File: config.mk
export PLATFORM = sky130hd
export DESIGN_NAME = sto_monitor
export DESIGN_NICKNAME = d
export VERILOG_FILES = /design/src/sto_monitor.v
export VERILOG_INCLUDE_DIRS = /design/src /design/src/src
export SDC_FILE = /design/constraint.sdc
export NUM_CORES = 1
export LEC_CHECK = 0
export ABC_AREA = 1
export CAP_MARGIN = 20
export CORE_MARGIN = 4
export CORE_UTILIZATION = 50
export DETAILED_ROUTE_END_ITERATION = 6
export DONT_BUFFER_PORTS = 1
export SETUP_SLACK_MARGIN = 0.3
export SLEW_MARGIN = 20
export SYNTH_ARGS = -nofsm -noshare
export SYNTH_HDL_FRONTEND = slang
export SYNTH_SLANG_ARGS = --single-unit
File: constraint.sdc
create_clock -name clock -period 7.05 [get_ports clock]
set_input_delay 1.0575 -clock clock [delete_from_list [all_inputs] [get_ports clock]]
set_output_delay 1.0575 -clock clock [all_outputs]
set_load 0.005 [all_outputs]
File: src/sto_map.vh
`ifndef STO_MAP_VH
`define STO_MAP_VH
`define STO_CLK_MHZ        250
`define STO_ERR_EF_OFF     16'h0910
`define STO_REACT_STD_US   1000
`define STO_REACT_REV4_US  5000
`define STO_SWREACT_US     20000
`define STO_DIAG_US        200000
`define STO_WARN_MS        4000
`define STO_CLASS_NONE     2'h0
`define STO_CLASS_A        2'h1
`define STO_CLASS_B        2'h2
`define STO_CLASS_W        2'h3
`define STO_HW_A_W         5
`define STO_SW_A_W         8
`define STO_SW_W_W         2
`endif

File: src/sto_monitor.v
`timescale 1ns/1ps
`include "sto_map.vh"
// Contract
// - Either safety supply line interrupted, or both, means safe torque off active.
// - Contacts closed: ready 1, no error; enable 1 gives acknowledge and pwm.
// - Torque off with enable 0: ready stays 1, pulses inhibited, no error.
// - Torque off with enable 1: ready 0, pulses inhibited, error 2320.
// - Torque off while moving: stop gating, drive coasts, report error 2320.
// - Torque off cuts gate control at once and blocks unexpected restart.
// - Drives sharing one safety signal enter and leave torque off together.
// - A local drive fault never changes the shared torque off state.
// - Standard variant closes holding brake whenever torque off becomes active.
// - Missing safety supply always means torque off is effective.
// - Later revision: torque off does not touch brake; brake follows own supply.
// - Torque off enforced within 1 ms standard, 5 ms later revision.
// - Error reaction begins within 20 ms after torque off triggers.
// - Diagnostic message visible within 200 ms of the event.
// - Class A: immediate shutdown, output stage blocked, drive coasts.
// - Class B: brake to standstill first, then shut down power stage.
// - Class W: warning, 4 second timer, shutdown when timer expires.
// - Class A for overcurrent, phase short, watchdog, supply fault, resistor short.
// - Class W for overtemperature and squared current overload.
// - Class A for bus voltage, deviation, velocity, position, transistor, encoder, deceleration.
// - Missing fieldbus participant triggers class B.
module sto_monitor #(
  parameter REV4         = 0,
  parameter WARN_CYCLES  = `STO_WARN_MS * `STO_CLK_MHZ * 1000,
  parameter DIAG_CYCLES  = `STO_DIAG_US * `STO_CLK_MHZ,
  parameter SWREACT_CYC  = `STO_SWREACT_US * `STO_CLK_MHZ
) (
  input  wire                   clock,
  input  wire                   reset,
  input  wire                   safetySupplyPos,
  input  wire                   safetySupplyRet,
  input  wire                   brakeSupplyOk,
  input  wire                   controllerEnableSignal,
  input  wire                   motorMoving,
  input  wire                   brakeRequest,
  input  wire [`STO_HW_A_W-1:0] hwFaultA,
  input  wire [`STO_SW_A_W-1:0] swFaultA,
  input  wire [`STO_SW_W_W-1:0] swFaultW,
  input  wire                   participantMissing,
  input  wire                   brakeStopDone,
  input  wire                   faultClear,
  output reg                    stoActive_ff,
  output reg                    driveReady_ff,
  output reg                    enableAcknowledge_ff,
  output reg                    gateEnable_ff,
  output reg                    pwmActive_ff,
  output reg                    brakeRelease_ff,
  output reg                    decelCommand_ff,
  output reg                    warning_ff,
  output reg                    errorValid_ff,
  output reg  [15:0]            errorCode_ff,
  output reg  [1:0]             faultClass_ff,
  output reg                    errorReaction_ff,
  output reg                    diagVisible_ff
);

  localparam ST_RUN   = 4'h1;
  localparam ST_WARN  = 4'h2;
  localparam ST_BRAKE = 4'h4;
  localparam ST_OFF   = 4'h8;

  function [31:0] satInc;
    input [31:0] v;
    input [31:0] lim;
    begin
      satInc = (v >= lim) ? lim : v + 32'h00000001;
    end
  endfunction

  // Gates may run only with the supply present, no shutdown and the restart lock open.
  function gateAllowed;
    input sto;
    input off;
    input lock;
    begin
      gateAllowed = ~sto & ~off & ~lock;
    end
  endfunction

  // Class priority is A over B over W.
  function [1:0] classOf;
    input a;
    input b;
    input w;
    begin
      if (a) begin
        classOf = `STO_CLASS_A;
      end else if (b) begin
        classOf = `STO_CLASS_B;
      end else if (w) begin
        classOf = `STO_CLASS_W;
      end else begin
        classOf = `STO_CLASS_NONE;
      end
    end
  endfunction

  reg  [3:0]  state_ff;
  reg  [3:0]  nxt_state;
  reg  [31:0] warnCnt_ff;
  reg  [31:0] reactCnt_ff;
  reg  [31:0] diagCnt_ff;
  reg         restartLock_ff;
  reg         sto2320_ff;

  wire stoNow   = ~safetySupplyPos | ~safetySupplyRet;
  wire faultA   = (|hwFaultA) | (|swFaultA);
  wire faultW   = |swFaultW;
  wire faultB   = participantMissing;
  wire stoErr   = stoNow & (controllerEnableSignal | motorMoving);
  wire shutdown = (state_ff == ST_OFF);

  always @* begin
    nxt_state = state_ff;
    case (state_ff)
      ST_RUN: begin
        if (faultA) begin
          nxt_state = ST_OFF;
        end else if (faultB) begin
          nxt_state = ST_BRAKE;
        end else if (faultW) begin
          nxt_state = ST_WARN;
        end
      end
      ST_WARN: begin
        if (faultA || warnCnt_ff >= WARN_CYCLES - 1) begin
          nxt_state = ST_OFF;
        end else if (faultB) begin
          nxt_state = ST_BRAKE;
        end
      end
      ST_BRAKE: begin
        if (faultA || brakeStopDone || stoNow) begin
          nxt_state = ST_OFF;
        end
      end
      ST_OFF: begin
        if (faultClear && !faultA && !faultB && !faultW) begin
          nxt_state = ST_RUN;
        end
      end
      default: nxt_state = ST_OFF;
    endcase
  end

  always @(posedge clock or posedge reset) begin
    if (reset) begin
      state_ff <= ST_RUN;
    end else begin
      state_ff <= nxt_state;
    end
  end

  // The warning timer runs only while the warning state is held.
  always @(posedge clock or posedge reset) begin
    if (reset) begin
      warnCnt_ff <= 32'h00000000;
    end else if (state_ff == ST_WARN) begin
      warnCnt_ff <= satInc(warnCnt_ff, WARN_CYCLES);
    end else begin
      warnCnt_ff <= 32'h00000000;
    end
  end

  // The reaction and diagnostic counters run while error 2320 stands.
  always @(posedge clock or posedge reset) begin
    if (reset) begin
      reactCnt_ff <= 32'h00000000;
    end else if (sto2320_ff) begin
      reactCnt_ff <= satInc(reactCnt_ff, SWREACT_CYC);
    end else begin
      reactCnt_ff <= 32'h00000000;
    end
  end

  always @(posedge clock or posedge reset) begin
    if (reset) begin
      diagCnt_ff <= 32'h00000000;
    end else if (sto2320_ff) begin
      diagCnt_ff <= satInc(diagCnt_ff, DIAG_CYCLES);
    end else begin
      diagCnt_ff <= 32'h00000000;
    end
  end

  // Torque off follows the raw supply through one register stage, far inside the 1 ms bound.
  always @(posedge clock or posedge reset) begin
    if (reset) begin
      stoActive_ff <= 1'b1;
    end else begin
      stoActive_ff <= stoNow;
    end
  end

  // Restart needs the enable to drop after torque off or shutdown clears.
  always @(posedge clock or posedge reset) begin
    if (reset) begin
      restartLock_ff <= 1'b1;
    end else if (stoNow || shutdown) begin
      restartLock_ff <= 1'b1;
    end else if (!controllerEnableSignal) begin
      restartLock_ff <= 1'b0;
    end
  end

  always @(posedge clock or posedge reset) begin
    if (reset) begin
      gateEnable_ff <= 1'b0;
    end else begin
      gateEnable_ff <= gateAllowed(stoNow, shutdown, restartLock_ff);
    end
  end

  always @(posedge clock or posedge reset) begin
    if (reset) begin
      pwmActive_ff <= 1'b0;
    end else begin
      pwmActive_ff <= gateAllowed(stoNow, shutdown, restartLock_ff) & controllerEnableSignal;
    end
  end

  always @(posedge clock or posedge reset) begin
    if (reset) begin
      enableAcknowledge_ff <= 1'b0;
    end else begin
      enableAcknowledge_ff <= gateAllowed(stoNow, shutdown, restartLock_ff) & controllerEnableSignal;
    end
  end

  // Torque off alone keeps the drive ready; only a pending enable or a shutdown clears it.
  always @(posedge clock or posedge reset) begin
    if (reset) begin
      driveReady_ff <= 1'b1;
    end else begin
      driveReady_ff <= ~(stoNow & controllerEnableSignal) & ~shutdown;
    end
  end

  // Once raised, error 2320 stays while torque off persists, even if the enable drops.
  always @(posedge clock or posedge reset) begin
    if (reset) begin
      sto2320_ff <= 1'b0;
    end else begin
      sto2320_ff <= stoErr | (sto2320_ff & stoNow);
    end
  end

  always @(posedge clock or posedge reset) begin
    if (reset) begin
      brakeRelease_ff <= 1'b0;
    end else if (REV4 != 0) begin
      brakeRelease_ff <= brakeSupplyOk & brakeRequest & ~shutdown;
    end else begin
      brakeRelease_ff <= brakeSupplyOk & brakeRequest & ~shutdown & ~stoNow;
    end
  end

  always @(posedge clock or posedge reset) begin
    if (reset) begin
      decelCommand_ff <= 1'b0;
    end else begin
      decelCommand_ff <= (state_ff == ST_BRAKE);
    end
  end

  always @(posedge clock or posedge reset) begin
    if (reset) begin
      warning_ff <= 1'b0;
    end else begin
      warning_ff <= (state_ff == ST_WARN);
    end
  end

  always @(posedge clock or posedge reset) begin
    if (reset) begin
      errorValid_ff <= 1'b0;
    end else begin
      errorValid_ff <= sto2320_ff | shutdown;
    end
  end

  always @(posedge clock or posedge reset) begin
    if (reset) begin
      errorCode_ff <= 16'h0000;
    end else if (sto2320_ff) begin
      errorCode_ff <= `STO_ERR_EF_OFF;
    end else begin
      errorCode_ff <= 16'h0000;
    end
  end

  // The class is kept through shutdown and cleared only once the drive runs again.
  always @(posedge clock or posedge reset) begin
    if (reset) begin
      faultClass_ff <= `STO_CLASS_NONE;
    end else if (faultA || faultB || faultW) begin
      faultClass_ff <= classOf(faultA, faultB, faultW);
    end else if (state_ff == ST_RUN) begin
      faultClass_ff <= `STO_CLASS_NONE;
    end
  end

  // Error reaction starts on the first counted cycle, well inside the 20 ms bound.
  always @(posedge clock or posedge reset) begin
    if (reset) begin
      errorReaction_ff <= 1'b0;
    end else begin
      errorReaction_ff <= sto2320_ff & (reactCnt_ff != 32'h00000000);
    end
  end

  always @(posedge clock or posedge reset) begin
    if (reset) begin
      diagVisible_ff <= 1'b0;
    end else begin
      diagVisible_ff <= sto2320_ff & (diagCnt_ff != 32'h00000000);
    end
  end

endmodule

==> metrics.cfg <==
[sta]
layout_min_cycle_time_ns=2.60
hold_violations=0
max_freq_mhz=384
relSlewSlack=0.399
finClkSkew_ns=0.00952
tightest_slew_ns=0.902
setup_ws_ns=4.45
tns_ns=0
grt_setup_unrepaired=false
timing.hold.ws_ns=0.465
finalCritPeriodShare=0.369
finalMaxSlewViolations=0
setup_viol=0

[placed_design]
routabilityCongestion=0.924
pre_cts_ws_ns=4.43
numPortBuffers=0
dp_hpwl_um=9950

[detailed_routing]
wl_per_cell_um=13.2
drtIter0Drc=230
ant_nets=0
viasPerCell=5.02
drt_pass1_iterations=5
drc=0
wl_um=13500
vias=5145

[grt]
antenna_found_initial=0
grt-ovfl-total=0
grt_pass1_vias=5217
grt_usage=0.201
grt_max_degree=81
grt_pass1_wl_um=23900

[run_status]
outcome=completed

[floorplan]
row_count=41
die_area_um2=14900
io_pins=55
die_h_um=122
die_w_um=122
start_util=0.512
core_um2=12700

[finish]
final_nets=871
drive_gt1_frac=0.129
nFillCells=1203
multi_input_area_um2=3080
area_growth_pct=11.5
antennaDiodeCount=0
final_common_cell=nand2_1
register_area_um2=2880
mostFrequentLayoutCells=134 x nand2_1, 127 x nor2_1, 111 x dfrtp_1
fin_util=0.572

[synth]
synthArstFlopShare=1.00
yosysWarnings=0
synth_area_um2=6490
synth.distinct_cells=45
synth-seq-area-share=0.444
syn_avg_cell_area_um2=7.98
synthesis.instances=814
synth_seq_cells=115
synth-edff-count=0
synth_flop_cell=dfrtp_1

[worst_setup_path]
cp-endpoint=diagCnt_ff[4]$_DFF_PP0_
crit_start=diagCnt_ff[9]$_DFF_PP0_
critPathCaptureType=flip-flop
critPathSlowestCell=a21oi_1
crit_fanout=13
cp_slowest_stage_delay_ns=0.70
crit_buf_inv=1
r2r-start=diagCnt_ff[9]$_DFF_PP0_
crit_cells=7
cp.required_ns=7.37
rrSetupSlack_ns=4.45
cp.arrival_ns=2.92
worstPathCellList=inv_1, nand4_1, o21ai_1, nand3_1, a21oi_1, nand2_1, nor3_1
r2r_end=diagCnt_ff[4]$_DFF_PP0_
critPathLaunchType=flip-flop
ff2ff_path_depth=7
critPathKind=flip-flop to flip-flop
cp_top_family=simple AND/OR/NAND/NOR gates

[min_path]
whs_path_depth=1
min_path_type=flip-flop to flip-flop

[clock_network]
path_clk_slew_ns=0.06
cts-buffers-inserted=17
ctsResizeCount=0
cts_tree=done
root_buffer=clkbuf_16
cts_hold_buffers=0
clock_insertion_delay_worst_skew_ns=0.41
clock_sinks=115
htree_levels=4
clockBufferDepth=2
post_cts_buffers=0

[power_and_ir_drop]
power_density_nw_per_um2=229
p_switching_uw=415
p_int_uw=1240
ir_drop_uv=158
swShare=0.250
leakagePower_uw=0.00315
seqPwrFrac=0.428
pwr-share-comb=0.063
clockPowerShare=0.509

[job]
drv_cap=0

[cell type report]
class | count | area share
Timing Repair Buffer | 1 | 0.00155
Inverter | 124 | 0.0653
Multi-Input combinational cell | 580 | 0.425
Tap cell | 172 | 0.0297
Sequential cell | 115 | 0.398
Clock inverter | 14 | 0.0214
Clock buffer | 18 | 0.0593
[power by group through the flow]
stage,clock network (uW),logic (uW),registers (uW)
final,845,105,710
after global routing,900,123,713
after CTS,865,106,710
after detailed placement,0,106,722
after global placement,0,104,721
after floorplan,0,93.9,716
[cells in the mapped netlist, types with 2 or more instances]
| library cell | number | share of area |
|---|---|---|
| nand2_1 | 134 | 0.077 |
| nor2_1 | 127 | 0.073 |
| dfrtp_1 | 111 | 0.43 |
| inv_1 | 110 | 0.064 |
| nor3_1 | 48 | 0.037 |
| nand3_1 | 41 | 0.032 |
| xor2_1 | 28 | 0.038 |
| nand4_1 | 24 | 0.023 |
| a21oi_1 | 20 | 0.015 |
| buf_4 | 16 | 0.018 |
| nor2_2 | 16 | 0.015 |
| o21ai_0 | 16 | 0.012 |
| inv_2 | 12 | 0.0069 |
| a31oi_1 | 11 | 0.011 |
| nand2_2 | 10 | 0.0096 |
| nor4_1 | 9 | 0.0087 |
| nor3_4 | 8 | 0.020 |
| xnor2_1 | 8 | 0.011 |
| nor3_2 | 7 | 0.011 |
| ha_1 | 6 | 0.012 |
| nor2_4 | 6 | 0.010 |
| o21ai_1 | 6 | 0.0046 |
| nand3_2 | 5 | 0.0077 |
| dfstp_2 | 4 | 0.016 |
| buf_2 | 3 | 0.0023 |
| clkbuf_1 | 3 | 0.0017 |
| nand3b_1 | 3 | 0.0035 |
| a41oi_1 | 2 | 0.0027 |
| nand2_4 | 2 | 0.0035 |
| nor3b_1 | 2 | 0.0023 |
| or2_2 | 2 | 0.0019 |
[worst reg2reg max path, cell delays in order (launching register included)]
cell and delay [ns]:
dfrtp_1 0.42, inv_1 0.13, nand4_1 0.15, o21ai_1 0.15
nand3_1 0.08, a21oi_1 0.70, nand2_1 0.59, nor3_1 0.29
[cell families after synthesis]
logic type                 synth area share
and+or+nand+nor                       0.342
buffers and inverters                0.0990
DFF                                   0.444
AOI/OAI and AO/OA                    0.0540
xor gates and xnor gates             0.0486
adders and majority gates            0.0116
other                              0.000577
[registers in the layout, indices dropped and copies added, names as in the netlist, 2 cells and up]
name	count
state_ff	4
faultClass_ff	2
diagCnt_ff	32
warnCnt_ff	32
reactCnt_ff	32
[worst min-delay path by stage]
stage,slack [ns],start,end
after floorplan,0.35,sto2320_ff$_DFF_PP0_,errorCode_ff[8]$_DFF_PP0_
after global placement,0.44,state_ff[3]$_DFFE_PP0P_,decelCommand_ff$_DFF_PP0_
after detailed placement,0.46,state_ff[3]$_DFFE_PP0P_,decelCommand_ff$_DFF_PP0_
after CTS,0.47,state_ff[3]$_DFFE_PP0P_,decelCommand_ff$_DFF_PP0_
after global routing,0.50,state_ff[3]$_DFFE_PP0P_,decelCommand_ff$_DFF_PP0_
final,0.47,state_ff[3]$_DFFE_PP0P_,decelCommand_ff$_DFF_PP0_
[routing by layer]
layer  share of wire  GRT usage
met5               0          0
met4           0.011     0.0644
met3           0.037     0.0585
met2            0.48      0.329
met1            0.47      0.259
[per-stage QoR]
stage,instance area (um2),cells,power [uW]
floorplan,6600,843,810
global placement,6660,992,825
detailed placement,6660,992,828
CTS,7240,1024,1680
global route,7240,1024,1740
finish,7240,1024,1660
Power figures use the tool's default switching activity.
